===== src/core/dcfifo_consts.svh =====
`ifndef DCFIFO_CONSTS_SVH
`define DCFIFO_CONSTS_SVH

// Default storage geometry.
`define FIFO_DEPTH 8
`define FIFO_WIDTH 8

// Bit positions flipped by the error injection inputs.
`define SBIT_POS 0
`define DBIT_POS 1

// Reset values.
`define DOUT_RST 1'h0
`define EMPTY_RST 1'h1
`define PFULL_RST 1'h0

`endif


===== src/core/dcfifo_pkg.sv =====
`include "dcfifo_consts.svh"

package dcfifo_pkg;

  // Three stage pin synchroniser with its settled value.
  typedef struct packed {
    logic [2:0] sh;
    logic flt;
  } pin_sync_type;

  // Shift one sample in; the settled value moves only when stages 2 and 3
  // agree, so stage 1 is never looked at by anything but stage 2.
  function automatic pin_sync_type sync_step(pin_sync_type cur,
                                             logic pin);
    pin_sync_type nx;
    nx.sh = {cur.sh[1:0], pin};
    nx.flt = (cur.sh[1] == cur.sh[2]) ? cur.sh[2] : cur.flt;
    return nx;
  endfunction

endpackage


===== src/core/word_fifo.sv =====
`timescale 1ns/10ps

`include "dcfifo_consts.svh"

module word_fifo #(
  parameter int WIDTH = `FIFO_WIDTH,
  parameter int DEPTH = `FIFO_DEPTH
) (
  input wire logic sys_clk, // System clock.
  input wire logic rstn, // Synchronous reset, active low.
  input wire logic clear, // Drops all stored words.
  input wire logic in_valid, // Word offered.
  output logic in_ready, // Room for a word.
  input wire logic [WIDTH-1:0] in_data, // Word to store.
  output logic out_valid, // Oldest word present.
  input wire logic out_ready, // Oldest word taken.
  output logic [WIDTH-1:0] out_data // Oldest word.
);

  localparam int AW = $clog2(DEPTH);
  localparam int CW = $clog2(DEPTH + 1);

  if (DEPTH < 2 || (1 << AW) != DEPTH) begin : g_bad_depth
    $error("word_fifo depth must be a power of two of at least 2");
  end

  typedef struct packed {
    logic [DEPTH-1:0][WIDTH-1:0] mem;
    logic [AW-1:0] wp;
    logic [AW-1:0] rp;
    logic [CW-1:0] cnt;
  } fifo_state_type;

  fifo_state_type q;
  fifo_state_type d;
  logic push;
  logic pop;

  assign in_ready = (q.cnt != CW'(DEPTH));
  assign out_valid = (q.cnt != '0);
  assign out_data = q.mem[q.rp];
  assign push = in_valid & in_ready;
  assign pop = out_ready & out_valid;

  // ---------------------------------------------------------------
  // Pointer and storage update
  // ---------------------------------------------------------------
  // A refused push leaves the array alone, so overflow never corrupts.
  always_comb begin
    d = q;
    if (!rstn || clear) begin
      d.wp = '0;
      d.rp = '0;
      d.cnt = '0;
    end else begin
      if (push) begin
        d.mem[q.wp] = in_data;
        d.wp = q.wp + AW'(1);
      end
      if (pop) begin
        d.rp = q.rp + AW'(1);
      end
      d.cnt = q.cnt + CW'(push) - CW'(pop);
    end
  end

  // State register.
  always_ff @(posedge sys_clk) begin
    q <= d;
  end

endmodule


===== src/core/dual_clock_fifo_read_threshold.sv =====
`timescale 1ns/10ps

`include "dcfifo_consts.svh"

module dual_clock_fifo_read_threshold #(
  parameter int WIDTH = `FIFO_WIDTH,
  parameter int DEPTH = `FIFO_DEPTH,
  parameter bit SEPARATE_THRESH = 1'b0,
  parameter bit ECC_EN = 1'b1,
  parameter bit BUILTIN = 1'b1,
  localparam int LW = $clog2(DEPTH + 1)
) (
  input wire logic sys_clk, // System clock, 100 MHz.
  input wire logic rstn, // Write side reset, synchronous, active low.
  input wire logic wr_en, // Write request.
  input wire logic [WIDTH-1:0] din, // Write data.
  input wire logic inject_sbit, // Single bit error injection.
  input wire logic inject_dbit, // Double bit error injection.
  input wire logic [LW-1:0] thresh, // Shared full threshold.
  input wire logic [LW-1:0] thresh_assert, // Upper full level.
  input wire logic [LW-1:0] thresh_negate, // Lower full level.
  output logic full, // No room for a write.
  output logic prog_full, // Programmable full flag.
  output logic wr_rst_busy, // Write side held in reset.
  input wire logic rd_clk, // Read clock pin, sampled.
  input wire logic rd_rst, // Read reset, active high.
  input wire logic rd_en, // Read request.
  output logic [WIDTH-1:0] dout, // Read data.
  output logic empty // No stored word.
);

  if (WIDTH < 2 || DEPTH < 2) begin : g_bad_geom
    $error("width and depth must both be at least 2");
  end

  typedef struct packed {
    logic [LW-1:0] level;
    logic full;
    logic empty;
    logic pfull;
    logic [LW-1:0] thr_hi;
    logic [LW-1:0] thr_lo;
    logic busy;
    logic [WIDTH-1:0] dout;
    dcfifo_pkg::pin_sync_type rclk;
    dcfifo_pkg::pin_sync_type ren;
    dcfifo_pkg::pin_sync_type rrst;
  } state_type;

  state_type q;
  state_type d;
  logic rd_edge;
  logic flush;
  logic pop;
  logic push;
  logic in_ready;
  logic out_valid;
  logic [WIDTH-1:0] out_data;
  logic [WIDTH-1:0] err_mask;
  logic [WIDTH-1:0] store_word;
  dcfifo_pkg::pin_sync_type rclk_nx;
  dcfifo_pkg::pin_sync_type ren_nx;
  dcfifo_pkg::pin_sync_type rrst_nx;

  // ---------------------------------------------------------------
  // Error injection
  // ---------------------------------------------------------------
  // The flip goes into the stored copy only; din itself is untouched.
  always_comb begin
    err_mask = '0;
    if (ECC_EN && inject_dbit) begin
      err_mask[`SBIT_POS] = 1'b1;
      err_mask[`DBIT_POS] = 1'b1;
    end else if (ECC_EN && inject_sbit) begin
      err_mask[`SBIT_POS] = 1'b1;
    end
  end

  assign store_word = din ^ err_mask;

  // ---------------------------------------------------------------
  // Read clock events
  // ---------------------------------------------------------------
  // The read pins share one synchroniser depth, so rd_en and rd_rst line
  // up with the read clock edge they were set up against. The next sampled
  // values come straight from the register, which keeps the event logic
  // out of a loop through the next state copy.
  assign rclk_nx = dcfifo_pkg::sync_step(q.rclk, rd_clk);
  assign ren_nx = dcfifo_pkg::sync_step(q.ren, rd_en);
  assign rrst_nx = dcfifo_pkg::sync_step(q.rrst, rd_rst);
  assign rd_edge = rclk_nx.flt & ~q.rclk.flt;
  assign flush = rd_edge & rrst_nx.flt;
  assign pop = rd_edge & ~rrst_nx.flt & ren_nx.flt & out_valid;
  assign push = wr_en & ~q.full & in_ready & ~flush;

  // ---------------------------------------------------------------
  // Next state
  // ---------------------------------------------------------------
  always_comb begin
    d = q;
    d.rclk = rclk_nx;
    d.ren = ren_nx;
    d.rrst = rrst_nx;
    if (!rstn) begin
      // Thresholds are only taken here, so later changes do nothing.
      d.level = '0;
      d.full = 1'b0;
      d.empty = `EMPTY_RST;
      d.pfull = `PFULL_RST;
      d.dout = {WIDTH{`DOUT_RST}};
      d.busy = BUILTIN;
      d.rclk.flt = 1'b0;
      if (SEPARATE_THRESH) begin
        d.thr_hi = thresh_assert;
        d.thr_lo = thresh_negate;
      end else begin
        d.thr_hi = thresh;
        d.thr_lo = thresh;
      end
    end else begin
      d.busy = 1'b0;
      if (flush) begin
        d.level = '0;
        d.dout = {WIDTH{`DOUT_RST}};
      end else begin
        d.level = q.level + LW'(push) - LW'(pop);
        if (pop) begin
          d.dout = out_data;
        end
      end
      d.full = (d.level == LW'(DEPTH));
      d.empty = (d.level == '0);
      // Hysteresis: between the two levels the flag keeps its value.
      if (d.level >= q.thr_hi) begin
        d.pfull = 1'b1;
      end else if (d.level < q.thr_lo) begin
        d.pfull = 1'b0;
      end
    end
  end

  // State register.
  always_ff @(posedge sys_clk) begin
    q <= d;
  end

  assign full = q.full;
  assign prog_full = q.pfull;
  assign wr_rst_busy = q.busy;
  assign dout = q.dout;
  assign empty = q.empty;

  // ---------------------------------------------------------------
  // Storage
  // ---------------------------------------------------------------
  word_fifo #(
    .WIDTH(WIDTH),
    .DEPTH(DEPTH)
  ) u_store (
    .sys_clk(sys_clk),
    .rstn(rstn),
    .clear(flush),
    .in_valid(push),
    .in_ready(in_ready),
    .in_data(store_word),
    .out_valid(out_valid),
    .out_ready(pop),
    .out_data(out_data)
  );
endmodule


===== config.mk =====
export PLATFORM = sky130hd
export DESIGN_NAME = dual_clock_fifo_read_threshold
export DESIGN_NICKNAME = d
export VERILOG_FILES = /design/src/core/dcfifo_pkg.sv /design/src/core/word_fifo.sv /design/src/core/dual_clock_fifo_read_threshold.sv
export VERILOG_INCLUDE_DIRS = /design/src /design/src/core
export SDC_FILE = /design/constraint.sdc
export NUM_CORES = 1
export LEC_CHECK = 0
export ABC_AREA = 1
export BUFFER_PORTS_ARGS = -buffer_cell sky130_fd_sc_hd__buf_4
export CORE_UTILIZATION = 30
export CTS_CLUSTER_DIAMETER = 120
export CTS_CLUSTER_SIZE = 14
export DETAILED_ROUTE_END_ITERATION = 8
export PLACE_DENSITY_LB_ADDON = 0.25
export SLEW_MARGIN = 10
export SYNTH_ARGS = -nofsm -noshare
export SYNTH_HDL_FRONTEND = slang
export SYNTH_SLANG_ARGS = --single-unit
export TNS_END_PERCENT = 5

===== constraint.sdc =====
create_clock -name sys_clk -period 3.6 [get_ports sys_clk]
set_input_delay 0.18 -clock sys_clk [delete_from_list [all_inputs] [get_ports sys_clk]]
set_output_delay 0.18 -clock sys_clk [all_outputs]
set_load 0.005 [all_outputs]

* Word-level counts from Yosys, hierarchy flattened
Index checks and enable logic that the tools add are counted.
** Word-level totals
- Register bits :: 106
- Input port bits :: 28
- Output and inout port bits :: 12
- Word-level logic and storage cells :: 83
** Cells by class
- $add $sub $neg :: 6
- Order comparisons :: 5
- Equal/unequal tests :: 5
- Mux-type cells :: 18
- Bitwise gates (word level) :: 17
- Reductions and logical operators :: 8
** Operators with widths (count)
- 64-bit bitwise mux :: 1
- 8-bit 2-to-1 mux :: 4
- 8-bit binary-select mux with 3-bit select :: 1
- 8-bit demux with 3-bit select :: 1
- 1-bit AND :: 10
- 9-bit 2-to-1 mux :: 1
- 4-bit by 1-bit adder with 4-bit output :: 2
- 3-bit by 4-bit less-than comparator with 1-bit output, second input constant :: 2
- 1-bit 2-to-1 mux :: 8
- 4-bit 2-to-1 mux :: 2
- 4-bit by 1-bit subtractor with 4-bit output :: 2
- 8-bit by 2-bit bitwise XOR with 8-bit output :: 1
- 3-bit by 1-bit adder with 3-bit output, second input constant :: 2
- 1-bit NOT :: 6
- 4-bit == test, second input constant :: 1
- 4-bit greater-or-equal comparator :: 1
- 4-bit zero test :: 1
- 4-bit less-than comparator :: 1
- 4-bit inequality test, second input constant :: 1
- 4-bit nonzero test :: 1
- 1-bit == test :: 3
- 3-bit by 1-bit greater-or-equal comparator with 1-bit output, second input constant :: 1
- 2-bit AND reduction :: 1
- 2-bit nonzero test :: 1
- other kinds (4) :: 4

* Longest topological paths before layout
Gate-level depths: netlist of run 1.
- Depth after elaboration :: 13
- Depth in mapped cells :: 21

* Cells and area by module
From an unflattened synthesis of run 1, not the netlist that was laid out.
** Second synthesis, totals
- Cell total of the unflattened synthesis :: 534
- Area total of the unflattened synthesis :: 4857.2 um^2
** By module, submodules not included
- word_fifo :: instances 1, cells each 370, area an instance 3474.6 um^2, seq. area each 2122.0 um^2
- dual_clock_fifo_read_threshold :: instances 1, cells each 164, area an instance 1382.6 um^2, seq. area each 680.7 um^2

* Worst setup path after synthesis of run 1
Ideal clock, no wire load.
- Path kind :: reg-to-reg
- Start :: register u_store.q[2] (netlist name)
- End :: register q (netlist bit prog_full)
- Library setup time :: 109 ps
- Arrival :: 2637 ps
- Required time :: 3491 ps
- Slack :: 854 ps
- Cell stages (with the launch flop) :: 21
- Cell sequence :: dfxtp_1 -> inv_1 -> ha_1 -> nand2_1 -> nand2_2 -> nor2_4 -> nand2_4 -> inv_1 -> ha_1 -> inv_1 -> ha_1 -> fa_1 -> nand2_1 -> inv_1 -> ha_1 -> inv_1 -> nor2_1 -> o211ai_1 -> nand3_1 -> nand2_1 -> inv_1
** RTL lines
- start, declared :: RTL line word_fifo.sv:34 : fifo_state_type q;
- start signal, assigned :: RTL line word_fifo.sv:69 : q <= d;
- 4-bit nonzero test * :: RTL line word_fifo.sv:40 : assign out_valid = (q.cnt != '0);
- 1-bit AND * :: RTL line dual_clock_fifo_read_threshold.sv:93 : assign pop = rd_edge & ~rrst_nx.flt & ren_nx.flt & out_valid;
- named net pop :: RTL line dual_clock_fifo_read_threshold.sv:54 : logic pop;
- 4-bit by 1-bit subtractor with 4-bit output * :: RTL line dual_clock_fifo_read_threshold.sv:126 : d.level = q.level + LW'(push) - LW'(pop);
- 4-bit 2-to-1 mux * :: RTL line dual_clock_fifo_read_threshold.sv:122 : if (flush) begin
- 4-bit 2-to-1 mux * :: RTL line dual_clock_fifo_read_threshold.sv:104 : if (!rstn) begin
- 4-bit greater-or-equal comparator or 4-bit less-than comparator (tied branches) :: RTL line dual_clock_fifo_read_threshold.sv:134, dual_clock_fifo_read_threshold.sv:136
- 1-bit 2-to-1 mux or 2-bit nonzero test (tied branches)
- end signal, assigned :: RTL line dual_clock_fifo_read_threshold.sv:144 : q <= d;
- end, declared :: RTL line dual_clock_fifo_read_threshold.sv:50 : state_type q;
The timed path passes the listed nets; every way through them passes the cells marked *. The select of a mux whose other input is x is not followed.
A chain may end at the register's enable or synchronous reset.

* Final worst setup path of run 1
Same ends and word-level chain as after synthesis.

==> impl_metrics.csv, run 1 <==
group,metric,value,unit
run_status,status,"finished, violations left",
run_status,violations,"DRC",
finish,nNetsFinal,534,
timing,fin_crit,3100,ps
min_path,min-delay-path-class,"in -> reg",
pwr,cellLeakagePower,2.22,nW
grt,antenna_found_initial,0,
die,die_area,15600,um^2
grt,grt_max_degree,36,
timing,fin_tns_setup,0,ps
clocking,clockBufferDepth,2,
synthesis,avgSynthCellArea,9.97,um^2
finish,most-common-layout-cells,"117 x nand2_1, 68 x edfxtp_1, 62 x nand3_1",
critical_path,cp-end-kind,"flop",
route,dr.pass1.iters,6,
finish,area_growth,16.6,%
synthesis,netlist_instances,455,
timing,fin_skew,9.13,ps
critical_path,path_class,"reg -> reg",
critical_path,cp_data_required_time,3860,ps
die,die_y,125,um
timing,hold_viol,0,
pwr,power_density,590,nW/um^2
route,drt-total-wl,8.91,mm
route,vias,2956,
clocking,clock_latency,350,ps
critical_path,worstPathArrival,3360,ps
synthesis,ys_ff_latch,106,
grt,grt_pass1_vias,2872,
place,portBuffers,31,
timing,fmax,322,MHz
pwr,ir_drop,0.239,mV
grt,grt_overflow,0,
timing,whs,53.9,ps
critical_path,cp_max_fo,18,
timing,slew_viol_final,0,
die,die_w,125,um
clocking,cts-buffers-inserted,9,
finish,fillers,1446,
timing,finalCritPeriodShare,0.862,
route,drt_iter0_markers,195,
timing,final-setup-viol-count,0,
clocking,clock_sinks,106,
timing,slew-limit-headroom,0.358,
flow_run,drv_cap,0,
clocking,cts_hold_buf,7,
clocking,cts_tree,"done",
synthesis,synth_cell_type_count,26,
route,antenna_left,0,
synthesis,synth_area_leaders,"edfxtp_1 45%, dfxtp_1 17%, nand2_1 9.7%",
synthesis,syn-num-nets,501,
clocking,clockRootBuffer,"clkbuf_16",
synthesis,post-synth-top-area-cell,"edfxtp_1",
place,place_congestion,0.746,
route,drt-vias-per-instance,4.37,
synthesis,synthesis.area,4540,um^2
die,num_rows,44,
timing,worstMarginPinSlew,959,ps
route,drc_errors,4,
clocking,cts_resized,0,
clocking,post-cts-setup-buffer-count,0,
synthesis,synth_top_area_frac,0.450,
route,post_drt_wl_per_cell,13.2,um
clocking,htree_levels,3,
critical_path,cp-start-kind,"flop",
grt,grt_usage,0.122,
finish,antenna_cells,0,
die,ios,40,
place,post-dp-hpwl,5.61,mm
timing,rsz0062_at_grt,"no",
synthesis,synth.yosys.seq_area_share,0.618,
finish,mostFrequentLayoutCell,"nand2_1",
clocking,cts.clk_slew.worst_paths,80,ps
finish,drive_gt1_frac,0.134,
die,core,14600,um^2
finish,fin_util,0.361,
grt,grt_pass1_wl,14.4,mm
die,start_util,0.310,
synthesis,yosysWarnings,0,
[critical path, cell delays in order, from the launching register on]
cell and delay [ps]:
dfxtp_1 320, inv_1 70, ha_1 200, nand2_1 80, nand2_2 60, nor2_4 140, nand2_4 150, inv_1 180
ha_1 250, inv_1 60, ha_1 190, fa_1 430, nand2_1 120, inv_1 60, ha_1 280, inv_1 60
nor2_1 30, o211ai_1 140, nand3_1 90, nand2_1 60, inv_1 30
[path summary, 6_finish.rpt]
check,from,endpoint,slack (ps),cells after the start
max,u_store.q[2]$_SDFF_PN0_,prog_full$_SDFFE_PN0P_,500,20
min,din[2],u_store.q[36]$_DFFE_PP_,50,1
min reg2reg,d[2]$_DFF_P_,d[3]$_DFF_P_,330,0
max reg2reg,u_store.q[2]$_SDFF_PN0_,prog_full$_SDFFE_PN0P_,500,20
[logic make-up after synthesis]
logic type,synth area share
compound gates,0.0149
xor+xnor,0.0135
fa+ha+maj,0.0530
buf+inv,0.0731
flops,0.618
simple gates,0.228
[cell usage after synthesis]
cell type  count
ha_1          16
buf_6          2
o21ai_0        3
buf_2         10
inv_1         48
edfxtp_1      68
buf_4          9
clkbuf_1       1
nor2_4         2
nor2_1        46
xor2_1         4
nand2_2        5
nand3_1       62
a21oi_1        9
nand3_2        1
nand3b_1       1
nand2_1      117
dfxtp_1       38
nand4_1        1
nor2_2         1
inv_2          2
o211ai_1       1
xnor2_1        3
fa_1           2
nand2_4        2
nor3_1         1
[registers in the layout, indices dropped and copies added (netlist names)]
signal       flops
d                6
dout             8
empty            1
full             1
prog_full        1
q               14
u_store.q       74
wr_rst_busy      1
[power breakdown]
group	internal, W	switching (W)
Sequential	0.00139	0.0000470
Clock	0.000560	0.000475
Combinational	0.000260	0.000385
[area by class of cell]
cell class | count | area (um^2) | area share
Clock buffer | 9 | 225 | 0.0426
Clock inverter | 7 | 95.1 | 0.0180
Inverter | 50 | 188 | 0.0355
Multi-Input combinational cell | 277 | 1400 | 0.265
Sequential cell | 106 | 2800 | 0.530
Tap cell | 184 | 230 | 0.0435
Timing Repair Buffer | 44 | 348 | 0.0657
[per-layer routing]
metal  wire [um]  track usage  share of wire
met1        4190        0.148           0.47
met2        4240        0.204           0.48
met3         316       0.0347          0.035
met4         152       0.0488          0.017
met5           0            0              0
[per-stage QoR]
stage / instance area, um^2 / std cells / setup WS, ps / power (W)
6_report: 5290 / 677 / 496 / 0.00312
3_3_place_gp: 4900 / 654 / 514 / 0.00210
5_1_grt: 5290 / 677 / 191 / 0.00331
3_5_place_dp: 4900 / 654 / 469 / 0.00211
2_1_floorplan: 4540 / 455 / 854 / 0.00194
4_1_cts: 5290 / 677 / 457 / 0.00316
Power figures use the tool's default switching activity.
==> run 2: changes to the inputs <==
SYNTH_HIERARCHICAL = 1   (was default)
==> impl_metrics.csv, run 2 <==
group,metric,value,unit
run_status,status,"finished clean",
pwr,pwr-share-clk,0.320,
place,placed_cell_area,5280,um^2
finish,regMostFlops,"u_store/q",
die,num_rows,46,
critical_path,cp_max_fo,8,
critical_path,cp-end-kind,"flop",
finish,largest_register_ffs,74,
finish,area_growth,16.4,%
clocking,cts.clk_slew.worst_paths,70,ps
pwr,cellLeakagePower,2.64,nW
grt,grt_pass1_vias,3224,
die,die_y,129,um
synthesis,synth_cell_type_count,27,
synthesis,ys_ff_latch,106,
timing,fin_tns_setup,0,ps
clocking,cts-buffers-inserted,9,
die,die_w,129,um
timing,fin_crit,2940,ps
timing,fin_skew,8.56,ps
synthesis,ys_async_sr_fraction,0,
critical_path,ff2ff_setup_slack,660,ps
timing,finalCritPeriodShare,0.817,
finish,drive_gt1_frac,0.121,
synthesis,synth_top_area_frac,0.420,
finish,fin_util,0.357,
route,vias,3266,
grt,grt_max_degree,33,
synthesis,netlist_instances,534,
timing,slew-limit-headroom,0.265,
clocking,clock_latency,340,ps
timing,slew_viol_final,0,
timing,final-setup-viol-count,0,
finish,final_area,5660,um^2
pwr,p_seq_frac,0.452,
synthesis,synthesis.area,4860,um^2
place,place_congestion,0.742,
timing,worstMarginPinSlew,1100,ps
pwr,internal_power,0.00232,W
clocking,post-cts-setup-buffer-count,0,
pwr,finalPower,0.00322,W
flow_run,drv_cap,0,
critical_path,worstPathArrival,3190,ps
timing,fmax,340,MHz
pwr,power_density,570,nW/um^2
grt,grt_pass1_wl,15.5,mm
route,drc_errors,0,
finish,antenna_cells,0,
timing,hold_viol,0,
finish,most-common-layout-cells,"150 x nand2_1, 113 x inv_1, 68 x edfxtp_1",
synthesis,synthTopCellsByCount,"150 x nand2_1, 113 x inv_1, 68 x edfxtp_1",
timing,rsz0062_at_grt,"no",
pwr,power_switching_share,0.281,
grt,grt_usage,0.123,
critical_path,cp-start-kind,"flop",
synthesis,yosysWarnings,6,
place,place_inst,773,
route,post_drt_wl_per_cell,11.7,um
die,start_util,0.307,
route,dr.pass1.iters,4,
place,post-dp-hpwl,6.33,mm
route,drt_iter0_markers,116,
synthesis,post-synth-top-area-cell,"edfxtp_1",
route,drt-total-wl,9.30,mm
min_path,min-delay-path-class,"in -> reg",
finish,instances_no_fill,794,
route,antenna_left,0,
grt,grt_overflow,0,
finish,nNetsFinal,619,
die,ios,40,
synthesis,synth_area_leaders,"edfxtp_1 42%, dfxtp_1 16%, nand2_1 12%",
pwr,comb_power_share,0.227,
place,portBuffers,31,
clocking,clock_sinks,106,
clocking,htree_levels,3,
synthesis,synth_flop_cell,"edfxtp_1",
pwr,p_sw,0.000907,W
clocking,cts_tree,"done",
synthesis,syn-num-nets,580,
pwr,ir_drop,0.222,mV
clocking,clockBufferDepth,2,
route,drt-vias-per-instance,4.11,
critical_path,path_class,"reg -> reg",
critical_path,cp_data_required_time,3840,ps
synthesis,avgSynthCellArea,9.10,um^2
die,core,15800,um^2
synthesis,synth_edf_count,68,
die,die_area,16700,um^2
finish,mostFrequentLayoutCell,"nand2_1",
clocking,clockRootBuffer,"clkbuf_16",
grt,antenna_found_initial,0,
synthesis,synth.most_common_cell,"nand2_1",
synthesis,synth.yosys.seq_area_share,0.577,
run 2: changes by cell type after synthesis, moves of 2 or more:
cell | before | now
nor2_1 | 46 | 40
nand3_1 | 62 | 48
nand2_4 | 2 | 0
inv_4 | 0 | 2
inv_1 | 48 | 113
buf_2 | 10 | 2
inv_2 | 2 | 0
o21ai_0 | 3 | 1
buf_4 | 9 | 12
nor3_1 | 1 | 5
buf_6 | 2 | 6
nand2_2 | 5 | 3
nand2_1 | 117 | 150
run 2: cell families after synthesis:
kind of cell	Yosys count	synth area share
AO/OA/AOI/OAI	12	0.0137
XOR/XNOR	6	0.0108
adder cells (fa/ha/maj)	18	0.0495
buffers and inverters	135	0.124
flip-flops	106	0.577
AND/OR/NAND/NOR	257	0.225
run 2: critical path: stages, from the launching register on:
cell and delay (ps):
dfxtp_1 310, inv_1 60, ha_1 210, nand3_2 150, and3b_1 170, nand2_1 70, ha_1 280, inv_1 40
ha_1 200, fa_1 460, nand2_1 130, inv_1 60, ha_1 280, inv_1 60, nor2_1 30, o211ai_1 140
nand3_1 90, nand2_1 60, inv_1 30
run 2: cell type report:
class | count | area, um^2
Fill cell | 1588 | 10200
Sequential cell | 106 | 2800
Multi-Input combinational cell | 293 | 1450
Inverter | 115 | 437
Timing Repair Buffer | 48 | 373
Tap cell | 216 | 270
Clock buffer | 12 | 258
Clock inverter | 4 | 65.1
run 2: repair_timing:
item                      in CTS  in global routing
hold endpoints to repair       5                  0
resized for setup              0                  0
hold buffers                   5                  0
run 2: path summary, 6_finish.rpt:
check	start	end	depth (start not counted)
min	thresh[2]	q[23]$_DFFE_PN_	1
min reg2reg	d[6]$_DFF_P_	d[7]$_DFF_P_	0
max reg2reg	u_store/q[2]$_SDFF_PN0_	prog_full$_SDFFE_PN0P_	18
max	u_store/q[2]$_SDFF_PN0_	prog_full$_SDFFE_PN0P_	18
run 2: power groups by stage:
| stage | Combinational, W | Clock (W) | Sequential, W |
|---|---|---|---|
| 2_1_floorplan | 0.000552 | 0 | 0.00147 |
| 3_3_place_gp | 0.000710 | 0 | 0.00148 |
| 3_5_place_dp | 0.000738 | 0 | 0.00149 |
| 4_1_cts | 0.000746 | 0.00107 | 0.00146 |
| 5_1_grt | 0.000864 | 0.00111 | 0.00147 |
| 6_report | 0.000733 | 0.00103 | 0.00146 |
run 2: metal layers:
metal	share of wire	GRT usage
met2	0.47	0.204
met3	0.033	0.0252
met4	0.018	0.0512
met1	0.48	0.155
met5	0	0
run 2: stage by stage:
stage | worst slack (ps) | hold WS, ps
after floorplan | 777 | 208
after global placement | 681 | 284
after detailed placement | 645 | 286
after CTS | 633 | 1.97
after global routing | 422 | 0.734
final | 658 | 17.8
==> run 3: changes to the inputs <==
clock period = 2.8 ns   (was 3.6 ns; I/O delays follow)
==> impl_metrics.csv, run 3 (same netlist as run 2, synthesis figures left out) <==
group,metric,value,unit
place,dpl_worst_slack,25.1,ps
timing,slew-limit-headroom,0.569,
place,post-dp-hpwl,6.45,mm
clocking,clockBufferDepth,2,
critical_path,cp-start-kind,"flop",
route,drt_iter0_markers,156,
clocking,cts.clk_slew.worst_paths,70,ps
place,place_congestion,0.739,
timing,worstMarginPinSlew,645,ps
route,drc_errors,1,
finish,antenna_cells,0,
grt,busiest_layer,"met2",
timing,fin_crit,2650,ps
die,start_util,0.307,
pwr,power_density,734,nW/um^2
min_path,min-delay-path-class,"in -> reg",
die,core,15800,um^2
timing,finalCritPeriodShare,0.948,
grt,grt_max_degree,33,
route,vias,3327,
clocking,cts-buffers-inserted,9,
grt,grtUsageMet1,0.165,
die,ios,40,
grt,grt_overflow,0,
timing,slew_viol_final,0,
min_path,min_from,"din[7]",
finish,regMostFlops,"u_store/q",
clocking,htree_levels,3,
grt,grtUsageMet2,0.204,
grt,grt_use_met3,0.0310,
die,die_w,129,um
flow_run,drv_cap,0,
pwr,cellLeakagePower,2.66,nW
place,portBuffers,31,
finish,area_growth,18.9,%
critical_path,cp-end-kind,"flop",
critical_path,path_class,"reg -> reg",
die,num_rows,46,
timing,hold_viol,0,
grt,grt_pass1_vias,3198,
route,dr.pass1.iters,6,
grt,antenna_found_initial,0,
finish,mostFrequentLayoutCell,"nand2_1",
finish,most-common-layout-cells,"149 x nand2_1, 110 x inv_1, 68 x edfxtp_1",
clocking,cts_tree,"done",
timing,final-setup-viol-count,0,
run_status,status,"finished, violations left",
route,drt-vias-per-instance,4.14,
run_status,violations,"DRC",
clocking,clock_sinks,106,
finish,largest_register_ffs,74,
timing,fin_ws,147,ps
die,die_y,129,um
route,post_drt_wl_per_cell,11.9,um
critical_path,cp_max_fo,2,
critical_path,ff2ff_setup_slack,150,ps
clocking,clockRootBuffer,"clkbuf_16",
timing,fin_tns_setup,0,ps
timing,fmax,377,MHz
route,antenna_left,0,
pwr,ir_drop,0.273,mV
timing,fin_skew,10.1,ps
route,drt-total-wl,9.60,mm
pwr,finalPower,0.00424,W
finish,drive_gt1_frac,0.151,
clocking,clock_latency,350,ps
finish,nNetsFinal,630,
grt,grt_pass1_wl,16.0,mm
critical_path,crit_start,"u_store/q[2]$_SDFF_PN0_",
critical_path,worstPathArrival,2910,ps
critical_path,cp_data_required_time,3060,ps
grt,grt_usage,0.128,
critical_path,r2r-start,"u_store/q[2]$_SDFF_PN0_",
die,die_area,16700,um^2
run 3: metal layers:
layer  vias to the layer above  wire length [um]  share of wire
li1                       1741                 -              -
met4                         0               167          0.017
met3                        11               406          0.042
met1                      1525              4670           0.49
met5                         -                 0              0
met2                        50              4360           0.45
run 3: path summary, 6_finish.rpt:
path	endpoint	cells after the start
worst max-delay path	prog_full$_SDFFE_PN0P_	19
worst min register to register	d[7]$_DFF_P_	0
worst min-delay path	u_store/q[57]$_DFFE_PP_	1
worst max register to register	prog_full$_SDFFE_PN0P_	19
run 3: repair_timing:
| action | in CTS | in global routing |
|---|---|---|
| setup endpoints to repair | 0 | 1 |
| buffers inserted | 0 | 1 |
| resized for setup | 0 | 7 |
| hold buffers | 8 | 0 |
| endpoints found under the hold margin | 9 | 0 |
run 3: power by group:
part	total (W)	internal, W	switching [W]
combinational	0.00110	0.000484	0.000618
sequential	0.00188	0.00181	0.0000705
clock	0.00126	0.000696	0.000562
total	0.00424	0.00299	0.00125
run 3: through the flow:
step	area, um^2	util	cells	hold slack [ps]
6_report	5780	0.365	804	21.8
5_1_grt	5780	0.365	804	15.3
4_1_cts	5750	0.363	803	8.13
3_5_place_dp	5370	0.339	780	246
3_3_place_gp	5370	0.339	780	246
2_1_floorplan	4890	-	534	168
run 3: layout make-up:
class,count,area [um^2]
Clock buffer,10,229
Clock inverter,5,65.1
Fill cell,1605,10100
Inverter,115,437
Multi-Input combinational cell,293,1510
Sequential cell,106,2810
Tap cell,216,270
Timing Repair Buffer,59,463
run 3: critical path, stage by stage, from the launching register on:
cell and delay [ps]:
dfxtp_2 320, inv_2 50, buf_4 100, ha_2 180
nand3_4 90, nand2_4 70, nor2_4 40, ha_4 250
inv_2 30, ha_4 150, fa_1 490, nand2_1 90
inv_2 80, ha_4 200, inv_1 50, nor2_1 30
o211ai_1 140, nand3_1 90, nand2_1 60, inv_1 30
